## config.mk

```make
export PLATFORM = sky130hd
export DESIGN_NAME = oss_device_flat
export DESIGN_NICKNAME = d
export VERILOG_FILES = /design/src/shared/oss_pkg.sv /design/src/shared/oss_link_if.sv /design/src/rtl/oss_device.sv /design/src/flat_wrapper.sv
export SDC_FILE = /design/constraint.sdc
export NUM_CORES = 1
export LEC_CHECK = 0
export BUFFER_PORTS_ARGS = -buffer_cell sky130_fd_sc_hd__buf_2
export CORE_MARGIN = 4
export CORE_UTILIZATION = 55
export DETAILED_ROUTE_END_ITERATION = 16
export MAX_ROUTING_LAYER = met4
export PLACE_DENSITY = 0.88
export SETUP_SLACK_MARGIN = 0.1
export SLEW_MARGIN = 20
export SYNTH_ARGS = -nofsm -noshare
export SYNTH_HDL_FRONTEND = slang
export SYNTH_SLANG_ARGS = --single-unit
export TNS_END_PERCENT = 1
```

## constraint.sdc

```tcl
create_clock -name clk -period 5.3 [get_ports clk]
set_input_delay 0.265 -clock clk [delete_from_list [all_inputs] [get_ports clk]]
set_output_delay 0.265 -clock clk [all_outputs]
set_load 0.05 [all_outputs]
```

## src/shared/oss_pkg.sv

```systemverilog
// Shared constants, types and helpers for the output status and safe-state link.
package oss_pkg;

  // ----------------------------------------------------------------
  // Timing
  // ----------------------------------------------------------------
  localparam int CLK_MHZ = 100;
  localparam int MIN_CYCLE_US = 250;
  localparam int MIN_CYCLE_CYC = MIN_CYCLE_US * CLK_MHZ;
  localparam int MIN_UPDATE_US = 150;
  localparam int MIN_UPDATE_CYC = MIN_UPDATE_US * CLK_MHZ;
  localparam int COMM_TIMEOUT_US = 1000;
  localparam int COMM_TIMEOUT_CYC = COMM_TIMEOUT_US * CLK_MHZ;
  localparam int ZC_TIMEOUT_US = 15000;
  localparam int ZC_TIMEOUT_CYC = ZC_TIMEOUT_US * CLK_MHZ;

  // ----------------------------------------------------------------
  // Device configuration indices and reset values
  // ----------------------------------------------------------------
  localparam int NCH = 4;
  localparam logic [2:0] CFG_SAFE_STATE_MODE = 3'h0;
  localparam logic [2:0] CFG_SAFE_DIGITAL_VALUE = 3'h1;
  localparam logic [2:0] CFG_SAFE_ANALOG_CH1 = 3'h2;
  localparam logic [2:0] CFG_SAFE_ANALOG_CH4 = 3'h5;
  localparam logic [2:0] CFG_OUTPUT_TYPE = 3'h6;
  localparam logic [7:0] RST_SAFE_STATE_MODE = 8'h00;
  localparam logic [7:0] RST_SAFE_DIGITAL = 8'h00;
  localparam logic [7:0] RST_SAFE_ANALOG = 8'h00;
  localparam logic [7:0] RST_OUTPUT_TYPE = 8'h0F;
  localparam logic [7:0] MODE_STATIC = 8'h00;
  localparam logic [7:0] MODE_HOLD = 8'h01;
  localparam logic [7:0] ANALOG_MAX = 8'h64;
  localparam logic [7:0] VALID_MASK = 8'h01;
  localparam int ST_POLARITY_BIT = 4;
  localparam int ST_SYNC_LOST_BIT = 7;

  // ----------------------------------------------------------------
  // Master register map
  // ----------------------------------------------------------------
  localparam logic [5:0] A_CTRL = 6'h00;
  localparam logic [5:0] A_DIGITAL = 6'h04;
  localparam logic [5:0] A_ANALOG_CH1 = 6'h08;
  localparam logic [5:0] A_ANALOG_CH4 = 6'h14;
  localparam logic [5:0] A_STATUS = 6'h18;
  localparam logic [5:0] A_HEALTH = 6'h1C;
  localparam logic [5:0] A_CONFIG = 6'h20;

  // ----------------------------------------------------------------
  // State types
  // ----------------------------------------------------------------
  typedef enum logic [1:0] {
    D_INIT = 2'b00,
    D_NORMAL = 2'b01,
    D_SAFE = 2'b10
  } oss_dev_e;

  typedef enum logic [1:0] {
    M_WAIT = 2'b00,
    M_SEND = 2'b01
  } oss_mst_e;

  // Limits an analog value to the documented range.
  function automatic logic [7:0] ana_clamp(input logic [7:0] v);
    ana_clamp = (v > ANALOG_MAX) ? ANALOG_MAX : v;
  endfunction : ana_clamp

endpackage : oss_pkg

```

## src/shared/oss_link_if.sv

```systemverilog
// Cyclic exchange and configuration link between master and device.
interface oss_link_if;
  logic cyc_stb; // One-cycle cyclic transfer.
  logic [3:0] cyc_digital; // Task digital requests.
  logic [31:0] cyc_analog; // Task analog requests, ch1 in bits 7:0.
  logic [7:0] cyc_valid; // Safe operation valid byte.
  logic cfg_wr; // One-cycle configuration write.
  logic [2:0] cfg_idx; // Configuration index.
  logic [7:0] cfg_data; // Configuration data.
  logic [7:0] output_status; // Device status byte.
  logic module_healthy; // High in normal operation.

  modport dev (
    input cyc_stb, cyc_digital, cyc_analog, cyc_valid, cfg_wr, cfg_idx, cfg_data,
    output output_status, module_healthy
  );

  modport mst (
    output cyc_stb, cyc_digital, cyc_analog, cyc_valid, cfg_wr, cfg_idx, cfg_data,
    input output_status, module_healthy
  );
endinterface : oss_link_if

```

## src/rtl/oss_device.sv

```systemverilog
// Device end: status byte, output selection and communication-loss safe state.

module oss_device #(
  parameter int COMM_TIMEOUT_CYC = oss_pkg::COMM_TIMEOUT_CYC, // Idle cycles that mean communication loss.
  parameter int ZC_TIMEOUT_CYC = oss_pkg::ZC_TIMEOUT_CYC // Cycles without a mains edge before dropout.
) (
  input wire logic clk, // 100 MHz clock.
  input wire logic reset_n, // Asynchronous reset, active low.
  oss_link_if.dev lnk, // Link to the master.
  input wire logic zc_polarity, // Mains zero-cross input, high in positive half-wave.
  input wire logic [3:0] fire_sense_stb, // Pulse just before a channel's triac fires.
  input wire logic [3:0] neutral_ok, // Neutral return path seen through the load.
  output logic [3:0] chan_is_analog, // Channel configured as analog.
  output logic [3:0] chan_digital_cmd, // Digital command per channel.
  output logic [31:0] chan_analog_cmd, // Analog command per channel, ch1 in bits 7:0.
  output logic safe_state_active // High while the safe state is in force.
);

  // ----------------------------------------------------------------
  // Configuration registers
  // ----------------------------------------------------------------
  logic [7:0] mode_r;
  logic [3:0] safe_dig_r;
  logic [7:0] safe_ana_r [oss_pkg::NCH];
  logic [3:0] out_type_r;

  // Configuration writes arrive over the link; unknown indices are ignored.
  always_ff @(posedge clk or negedge reset_n) begin
    if (!reset_n) begin
      mode_r <= oss_pkg::RST_SAFE_STATE_MODE;
      safe_dig_r <= oss_pkg::RST_SAFE_DIGITAL[3:0];
      out_type_r <= oss_pkg::RST_OUTPUT_TYPE[3:0];
      for (int i = 0; i < oss_pkg::NCH; i++) begin
        safe_ana_r[i] <= oss_pkg::RST_SAFE_ANALOG;
      end
    end else if (lnk.cfg_wr) begin
      case (lnk.cfg_idx)
        oss_pkg::CFG_SAFE_STATE_MODE: mode_r <= lnk.cfg_data;
        oss_pkg::CFG_SAFE_DIGITAL_VALUE: safe_dig_r <= lnk.cfg_data[3:0];
        oss_pkg::CFG_OUTPUT_TYPE: out_type_r <= lnk.cfg_data[3:0];
        default: begin
          if (lnk.cfg_idx >= oss_pkg::CFG_SAFE_ANALOG_CH1 && lnk.cfg_idx <= oss_pkg::CFG_SAFE_ANALOG_CH4) begin
            safe_ana_r[2'(lnk.cfg_idx - oss_pkg::CFG_SAFE_ANALOG_CH1)] <= oss_pkg::ana_clamp(lnk.cfg_data);
          end
        end
      endcase
    end
  end

  // ----------------------------------------------------------------
  // Cyclic transfer capture and communication watchdog
  // ----------------------------------------------------------------
  logic [31:0] comm_cnt_r;
  logic comm_lost;
  logic valid_in;
  logic [3:0] req_dig_r;
  logic [7:0] req_ana_r [oss_pkg::NCH];
  logic [3:0] hold_dig_r;
  logic [7:0] hold_ana_r [oss_pkg::NCH];

  // Only bit 0 carries meaning; reserved bits are masked off.
  assign valid_in = |(lnk.cyc_valid & oss_pkg::VALID_MASK);
  assign comm_lost = comm_cnt_r >= 32'(COMM_TIMEOUT_CYC);

  // A transfer restarts the watchdog; the count saturates so loss stays flagged.
  always_ff @(posedge clk or negedge reset_n) begin
    if (!reset_n) begin
      comm_cnt_r <= 32'h0;
    end else if (lnk.cyc_stb) begin
      comm_cnt_r <= 32'h0;
    end else if (!comm_lost) begin
      comm_cnt_r <= comm_cnt_r + 32'h1;
    end
  end

  // Task requests are stored on every transfer and copied for hold mode when valid.
  always_ff @(posedge clk or negedge reset_n) begin
    if (!reset_n) begin
      req_dig_r <= 4'h0;
      hold_dig_r <= 4'h0;
      for (int i = 0; i < oss_pkg::NCH; i++) begin
        req_ana_r[i] <= 8'h00;
        hold_ana_r[i] <= 8'h00;
      end
    end else if (lnk.cyc_stb) begin
      req_dig_r <= lnk.cyc_digital;
      if (valid_in) begin
        hold_dig_r <= lnk.cyc_digital;
      end
      for (int i = 0; i < oss_pkg::NCH; i++) begin
        req_ana_r[i] <= oss_pkg::ana_clamp(lnk.cyc_analog[8*i +: 8]);
        if (valid_in) begin
          hold_ana_r[i] <= oss_pkg::ana_clamp(lnk.cyc_analog[8*i +: 8]);
        end
      end
    end
  end

  // ----------------------------------------------------------------
  // Safe-state machine
  // ----------------------------------------------------------------
  oss_pkg::oss_dev_e state_r;
  oss_pkg::oss_dev_e state_nxt;

  // D_INIT also records that the valid bit has never been set.
  always_comb begin
    state_nxt = state_r;
    case (state_r)
      oss_pkg::D_INIT: begin
        if (lnk.cyc_stb && valid_in) begin
          state_nxt = oss_pkg::D_NORMAL;
        end
      end
      oss_pkg::D_NORMAL: begin
        if (comm_lost || (lnk.cyc_stb && !valid_in)) begin
          state_nxt = oss_pkg::D_SAFE;
        end
      end
      oss_pkg::D_SAFE: begin
        if (lnk.cyc_stb && valid_in) begin
          state_nxt = oss_pkg::D_NORMAL;
        end
      end
      default: state_nxt = oss_pkg::D_INIT;
    endcase
  end

  always_ff @(posedge clk or negedge reset_n) begin
    if (!reset_n) begin
      state_r <= oss_pkg::D_INIT;
    end else begin
      state_r <= state_nxt;
    end
  end

  // ----------------------------------------------------------------
  // Output selection
  // ----------------------------------------------------------------
  logic [3:0] dig_nxt;
  logic [31:0] ana_nxt;

  // The next state is used so outputs change in the cycle after the transfer.
  always_comb begin
    dig_nxt = 4'h0;
    ana_nxt = 32'h0;
    for (int i = 0; i < oss_pkg::NCH; i++) begin
      case (state_nxt)
        oss_pkg::D_NORMAL: begin
          dig_nxt[i] = req_dig_r[i];
          ana_nxt[8*i +: 8] = req_ana_r[i];
          if (lnk.cyc_stb) begin
            dig_nxt[i] = lnk.cyc_digital[i];
            ana_nxt[8*i +: 8] = oss_pkg::ana_clamp(lnk.cyc_analog[8*i +: 8]);
          end
        end
        oss_pkg::D_SAFE: begin
          if (mode_r == oss_pkg::MODE_HOLD) begin
            dig_nxt[i] = hold_dig_r[i];
            ana_nxt[8*i +: 8] = hold_ana_r[i];
          end else begin
            dig_nxt[i] = safe_dig_r[i];
            ana_nxt[8*i +: 8] = safe_ana_r[i];
          end
        end
        default: begin
          dig_nxt[i] = 1'b0;
          ana_nxt[8*i +: 8] = 8'h00;
        end
      endcase
      // Each channel drives only the command that matches its type.
      if (out_type_r[i]) begin
        dig_nxt[i] = 1'b0;
      end else begin
        ana_nxt[8*i +: 8] = 8'h00;
      end
    end
  end

  // Outputs settle one clock after a transfer, far inside any bus cycle.
  always_ff @(posedge clk or negedge reset_n) begin
    if (!reset_n) begin
      chan_digital_cmd <= 4'h0;
      chan_analog_cmd <= 32'h0;
      chan_is_analog <= oss_pkg::RST_OUTPUT_TYPE[3:0];
      safe_state_active <= 1'b0;
      lnk.module_healthy <= 1'b0;
    end else begin
      chan_digital_cmd <= dig_nxt;
      chan_analog_cmd <= ana_nxt;
      chan_is_analog <= out_type_r;
      safe_state_active <= state_nxt == oss_pkg::D_SAFE;
      lnk.module_healthy <= state_nxt == oss_pkg::D_NORMAL;
    end
  end

  // ----------------------------------------------------------------
  // Status byte
  // ----------------------------------------------------------------
  logic [3:0] no_load_current;
  logic mains_polarity_flag;
  logic mains_sync_lost_flag;
  logic zc_prev_r;
  logic [31:0] zc_cnt_r;
  logic [3:0] chan_on;

  // A channel is activated when its current command is non-zero.
  always_comb begin
    for (int i = 0; i < oss_pkg::NCH; i++) begin
      chan_on[i] = chan_digital_cmd[i] | (|chan_analog_cmd[8*i +: 8]);
    end
  end

  // A firing sample wins over the clear of an idle channel.
  always_ff @(posedge clk or negedge reset_n) begin
    if (!reset_n) begin
      no_load_current <= 4'h0;
    end else begin
      for (int i = 0; i < oss_pkg::NCH; i++) begin
        if (fire_sense_stb[i]) begin
          no_load_current[i] <= ~neutral_ok[i];
        end else if (!chan_on[i]) begin
          no_load_current[i] <= 1'b0;
        end
      end
    end
  end

  // Any mains edge restarts the dropout timer; a stuck input is reported lost.
  always_ff @(posedge clk or negedge reset_n) begin
    if (!reset_n) begin
      zc_prev_r <= 1'b0;
      zc_cnt_r <= 32'h0;
      mains_polarity_flag <= 1'b0;
      mains_sync_lost_flag <= 1'b0;
    end else begin
      zc_prev_r <= zc_polarity;
      mains_polarity_flag <= zc_polarity;
      if (zc_polarity != zc_prev_r) begin
        zc_cnt_r <= 32'h0;
        mains_sync_lost_flag <= 1'b0;
      end else if (zc_cnt_r >= 32'(ZC_TIMEOUT_CYC)) begin
        mains_sync_lost_flag <= 1'b1;
      end else begin
        zc_cnt_r <= zc_cnt_r + 32'h1;
      end
    end
  end

  // Packed byte; the separate flags sit at the same bit positions.
  assign lnk.output_status = {mains_sync_lost_flag, 2'b00, mains_polarity_flag, no_load_current};

endmodule : oss_device

```

## src/flat_wrapper.sv

```systemverilog
// flat-port wrapper written by rule: the top's interface ports become plain ports
module oss_device_flat 
#(
  parameter int COMM_TIMEOUT_CYC = oss_pkg::COMM_TIMEOUT_CYC,                                             
  parameter int ZC_TIMEOUT_CYC = oss_pkg::ZC_TIMEOUT_CYC                                               
)
  (clk, reset_n, zc_polarity, fire_sense_stb, neutral_ok, chan_is_analog, chan_digital_cmd, chan_analog_cmd, safe_state_active, lnk_cyc_stb, lnk_cyc_digital, lnk_cyc_analog, lnk_cyc_valid, lnk_cfg_wr, lnk_cfg_idx, lnk_cfg_data, lnk_output_status, lnk_module_healthy);
  oss_link_if lnk_i ();
  input wire logic clk;
  input wire logic reset_n;
  input wire logic zc_polarity;
  input wire logic [3:0] fire_sense_stb;
  input wire logic [3:0] neutral_ok;
  output logic [3:0] chan_is_analog;
  output logic [3:0] chan_digital_cmd;
  output logic [31:0] chan_analog_cmd;
  output logic safe_state_active;
  input wire logic [$bits(lnk_i.cyc_stb)-1:0] lnk_cyc_stb;
  input wire logic [$bits(lnk_i.cyc_digital)-1:0] lnk_cyc_digital;
  input wire logic [$bits(lnk_i.cyc_analog)-1:0] lnk_cyc_analog;
  input wire logic [$bits(lnk_i.cyc_valid)-1:0] lnk_cyc_valid;
  input wire logic [$bits(lnk_i.cfg_wr)-1:0] lnk_cfg_wr;
  input wire logic [$bits(lnk_i.cfg_idx)-1:0] lnk_cfg_idx;
  input wire logic [$bits(lnk_i.cfg_data)-1:0] lnk_cfg_data;
  output wire logic [$bits(lnk_i.output_status)-1:0] lnk_output_status;
  output wire logic [$bits(lnk_i.module_healthy)-1:0] lnk_module_healthy;
  assign lnk_i.cyc_stb = lnk_cyc_stb;
  assign lnk_i.cyc_digital = lnk_cyc_digital;
  assign lnk_i.cyc_analog = lnk_cyc_analog;
  assign lnk_i.cyc_valid = lnk_cyc_valid;
  assign lnk_i.cfg_wr = lnk_cfg_wr;
  assign lnk_i.cfg_idx = lnk_cfg_idx;
  assign lnk_i.cfg_data = lnk_cfg_data;
  assign lnk_output_status = lnk_i.output_status;
  assign lnk_module_healthy = lnk_i.module_healthy;
  oss_device #(.COMM_TIMEOUT_CYC(COMM_TIMEOUT_CYC), .ZC_TIMEOUT_CYC(ZC_TIMEOUT_CYC)) u_core (.clk(clk), .reset_n(reset_n), .lnk(lnk_i), .zc_polarity(zc_polarity), .fire_sense_stb(fire_sense_stb), .neutral_ok(neutral_ok), .chan_is_analog(chan_is_analog), .chan_digital_cmd(chan_digital_cmd), .chan_analog_cmd(chan_analog_cmd), .safe_state_active(safe_state_active));
endmodule
```

==> impl_table.tex <==
\begin{tabular}{lr}
\hline
Metric & Value \\
\hline
\multicolumn{2}{l}{\textbf{Run status}} \\
\quad Run status & finished, final reports clean \\
\multicolumn{2}{l}{\textbf{GRT}} \\
\quad Antenna violations before repair & 0 \\
\quad Global-route wire length before repair & 39000 microns \\
\quad Largest net degree at the start of global routing & 130 \\
\quad Number of global-route vias before repair & slightly below 8000 \\
\quad All-Layer GR Usage & 0.239 \\
\quad Total grt overflow & 0 \\
\multicolumn{2}{l}{\textbf{STA}} \\
\quad Max Transition Viols Final & 0 \\
\quad Final setup TNS & 0 ns \\
\quad Minimum clock period & around 3.3 ns \\
\quad Final hold violation count & 0 \\
\quad Setup-failing EPs final & 0 \\
\quad Final hold slack & 0.0309 ns \\
\quad Remaining max-slew budget at the tightest pin & 0.302 \\
\quad Setup repair after global routing missed its margin & no \\
\quad Final critical-path share of the clock period & 0.627 \\
\quad Setup slack of the critical path after layout & 1.97 ns \\
\quad Highest clock frequency the design can meet & roughly 0.30 GHz \\
\quad Worst clock skew & $\sim$0.02 ns \\
\quad Measured slew at the worst slew-check pin & roughly 1.0 ns \\
\multicolumn{2}{l}{\textbf{Route}} \\
\quad Initial DRC count & roughly 680 \\
\quad Length of the first detailed-routing pass in iterations & 6 \\
\quad Detail Route Antenna Nets & 0 \\
\quad Vias per cell & 6.04 \\
\quad Routed WL & approximately 24000 microns \\
\quad Number of design rule violations left after detail routing & 0 \\
\quad Via count of the routed design & 7877 \\
\quad Average detailed-routed wire length per instance & 18.2 microns \\
\multicolumn{2}{l}{\textbf{Placement}} \\
\quad Global placer's final weighted congestion & 0.812 \\
\quad Post-placement setup slack & 2.15 ns \\
\quad Total placed instance area & 10800 sq um \\
\quad Placed insts & 1249 \\
\quad Detail Placement HPWL & between 10000 and 15000 microns \\
\quad Count of port buffers added during placement & approximately 110 \\
\multicolumn{2}{l}{\textbf{Logic synthesis}} \\
\quad Seq cells post-synth & between 200 and 250 \\
\quad Number of unique standard cell types used by synthesis & 52 \\
\quad Gate count of the mapped netlist & 953 \\
\quad Number of flops mapped to enable cells by yosys & 0 \\
\quad Synth warn & 0 \\
\quad Avg Inst Size Synth & 10.6 sq um \\
\quad Primary FF master, synth & sky130\_fd\_sc\_hd\_\_dfrtp\_1 \\
\quad Proportion of synthesized chip area in sequential cells & 0.581 \\
\quad Post-synthesis async set-or-reset flop share & 1.00 \\
\quad Netlist area before placement & 10100 sq um \\
\multicolumn{2}{l}{\textbf{Critical path}} \\
\quad Startpoint-to-endpoint class of the critical path & register to register \\
\quad Required time of the critical path & 5.72 ns \\
\quad Slowest cell delay on critical path & 0.78 ns \\
\quad Worst setup SP type & register \\
\quad Critical-path maximum fanout & 27 \\
\quad Crit. End Element & register \\
\quad Cell-by-cell trace of the critical path & or4\_4, o211a\_4, o31ai\_1, and2\_1, ha\_1, nor2b\_1, a22oi\_1, a21oi\_1 \\
\quad Worst Path Arrival & 3.75 ns \\
\quad Slowest cell on the critical path & sky130\_fd\_sc\_hd\_\_nor2b\_1 \\
\multicolumn{2}{l}{\textbf{Clock tree}} \\
\quad Hold-fix buffers, CTS & 11 \\
\quad Clock tree from TritonCTS & yes \\
\quad Clk sinks & between 200 and 250 \\
\quad Level count of the clock H-tree & 1 \\
\quad TritonCTS buffer count & 24 \\
\quad Worst-Skew Late Latency & between 0.5 and 0.6 ns \\
\quad Clock tree root buffer cell & sky130\_fd\_sc\_hd\_\_clkbuf\_16 \\
\quad Number of cells upsized or downsized after cts & 0 \\
\quad Post-CTS Setup Inserts & 0 \\
\quad Clock buffer depth & 3 \\
\quad Post-CTS clock slew at the launch and capture registers of the worst setup and hold paths & 0.06 ns \\
\multicolumn{2}{l}{\textbf{Power and ir drop}} \\
\quad Leakage & 5.32 nW \\
\quad Power density normalized to cell area & 364 nW/um\^{}2 \\
\quad Max IR drop VDD & $\sim$300 uV \\
\quad Total power after layout & 4.25 mW \\
\multicolumn{2}{l}{\textbf{Floorplanning}} \\
\quad Row Count & 49 \\
\quad Die Footprint & between 20000 and 25000 sq um \\
\quad I/O Pins & between 100 and 150 \\
\quad Height of the chip & 144 microns \\
\quad Initial core utilization & 0.560 \\
\quad Placeable core area & 18000 sq um \\
\quad Floorplan die width & 144 microns \\
\multicolumn{2}{l}{\textbf{Hold path}} \\
\quad Hold Path Class & input pin to register \\
\multicolumn{2}{l}{\textbf{Layout}} \\
\quad Fin cells & 1304 \\
\quad Layout area overhead & 15.7\% \\
\quad Utilization after layout & 0.648 \\
\quad Share of layout cells above drive strength 1 & 0.218 \\
\quad Count of nets after finishing & 1131 \\
\quad Area of all placed cells without fillers & 11700 sq um \\
\multicolumn{2}{l}{\textbf{Job}} \\
\quad Max-capacitance violation count & 0 \\
\hline
\end{tabular}
metal layers:
metal,global-route usage,vias up,share of wire
met3,0.0323,69,0.055
met5,-,-,0
met2,0.385,299,0.50
li1,-,3600,-
met4,0.0733,0,0.028
met1,0.321,3909,0.42
where the power goes:
part           leakage, nW  total (mW)  switching (mW)  internal [mW]
registers             3.04        2.03          0.0851           1.94
clock network        0.372        1.64           0.688          0.950
logic                 1.90       0.585           0.388          0.197
synth_stat cells, drive strengths merged, types with 11 or more instances:
cell / number / area (sq um)
dfrtp: 226 / 5660
nand2: 108 / 405
o21ai: 93 / 465
nor2: 66 / 248
mux2: 62 / 698
a21oi: 57 / 285
clkbuf: 39 / 146
a22oi: 36 / 270
nor2b: 24 / 150
nand3: 23 / 115
and2: 21 / 131
inv: 19 / 71.3
nand4: 16 / 100
nor4: 15 / 100
or3: 14 / 87.6
buf: 13 / 71.3
nand2b: 11 / 68.8
o31ai: 11 / 82.6
or4: 11 / 86.3
cell type report:
cell class              instances  area [sq um]
inverters                      19          71.3
fillers                      1355          6340
clock inverters                 8          91.3
clock buffers                  35           682
diodes                          1          2.50
flip-flops and latches        234          5870
repair buffers                129           736
multi-input cells             649          3950
well taps                     229           287
cells in the final DEF, fill, tap and decap left out, types with 5 or more instances in the layout:
cell type and instances:
sky130_fd_sc_hd__clkbuf_16 24, sky130_fd_sc_hd__o21a_1 5, sky130_fd_sc_hd__o21ai_0 93, sky130_fd_sc_hd__nor3_1 9, sky130_fd_sc_hd__or4_1 10, sky130_fd_sc_hd__ha_1 6, sky130_fd_sc_hd__mux2_2 62, sky130_fd_sc_hd__a31oi_1 7
sky130_fd_sc_hd__dfrtp_1 226, sky130_fd_sc_hd__inv_1 19, sky130_fd_sc_hd__o31ai_1 11, sky130_fd_sc_hd__and2_1 21, sky130_fd_sc_hd__o41ai_1 5, sky130_fd_sc_hd__a22oi_1 36, sky130_fd_sc_hd__nor2_1 66, sky130_fd_sc_hd__nand3_1 23
sky130_fd_sc_hd__dlygate4sd3_1 11, sky130_fd_sc_hd__a21oi_1 57, sky130_fd_sc_hd__nand4_1 16, sky130_fd_sc_hd__nor4_1 14, sky130_fd_sc_hd__dfstp_2 8, sky130_fd_sc_hd__nor2b_1 24, sky130_fd_sc_hd__nand2_1 107, sky130_fd_sc_hd__buf_2 107
sky130_fd_sc_hd__or3_1 14, sky130_fd_sc_hd__mux2i_1 5, sky130_fd_sc_hd__nand2b_1 11, sky130_fd_sc_hd__clkbuf_1 7, sky130_fd_sc_hd__buf_4 10
final timing paths:
check	start	end	slack [ns]	depth (start not counted)
worst max register to register	u_core.comm_cnt_r[14]$_DFFE_PN0P_	u_core.chan_analog_cmd[1]$_DFF_PN0_	1.97	8
worst max-delay path	u_core.comm_cnt_r[14]$_DFFE_PN0P_	u_core.chan_analog_cmd[1]$_DFF_PN0_	1.97	8
worst min-delay path	lnk_cfg_data[6]	u_core.mode_r[6]$_DFFE_PN0P_	0.03	2
max in group asynchronous	reset_n	u_core.req_ana_r[19]$_DFFE_PN0P_	3.51	3
worst min register to register	u_core.out_type_r[3]$_DFFE_PN1P_	u_core.chan_is_analog[3]$_DFF_PN1_	0.38	0
min in group asynchronous	reset_n	u_core.zc_cnt_r[31]$_DFFE_PN0P_	0.41	2
flip-flops by register name, indices dropped and copies added (netlist names):
name,cells
u_core.safe_dig_r,4
u_core.mains_polarity_flag,1
u_core.chan_is_analog,4
u_core.req_ana_r,32
u_core.zc_cnt_r,32
u_core.out_type_r,4
u_core.chan_digital_cmd,4
u_core.safe_ana_r,32
u_core.mains_sync_lost_flag,1
u_core.hold_dig_r,4
u_core.req_dig_r,4
u_core.mode_r,8
u_core.hold_ana_r,32
u_core.comm_cnt_r,32
u_core.safe_state_active,1
u_core.state_r,2
u_core.chan_analog_cmd,32
u_core.lnk.module_healthy,1
u_core.no_load_current,4
cell families (layout without fill, tap and decap cells):
group	after synthesis	in the layout	synth area share
AOI/OAI and AO/OA	233	233	0.139
xor gates and xnor gates	4	4	0.00347
adders and majority gates	6	6	0.00743
buffers and inverters	71	191	0.0286
DFF	234	234	0.581
muxes	67	67	0.0741
other	1	3	0.000371
and+or+nand+nor	337	337	0.167
worst max-delay path, delay by kind of cell (launching register included):
kind            cells  cell delay [ns]
simple gates        3             1.55
compound gates      4             1.09
fa+ha+maj           1             0.18
flops               1             0.42
Power figures use the tool's default switching activity.
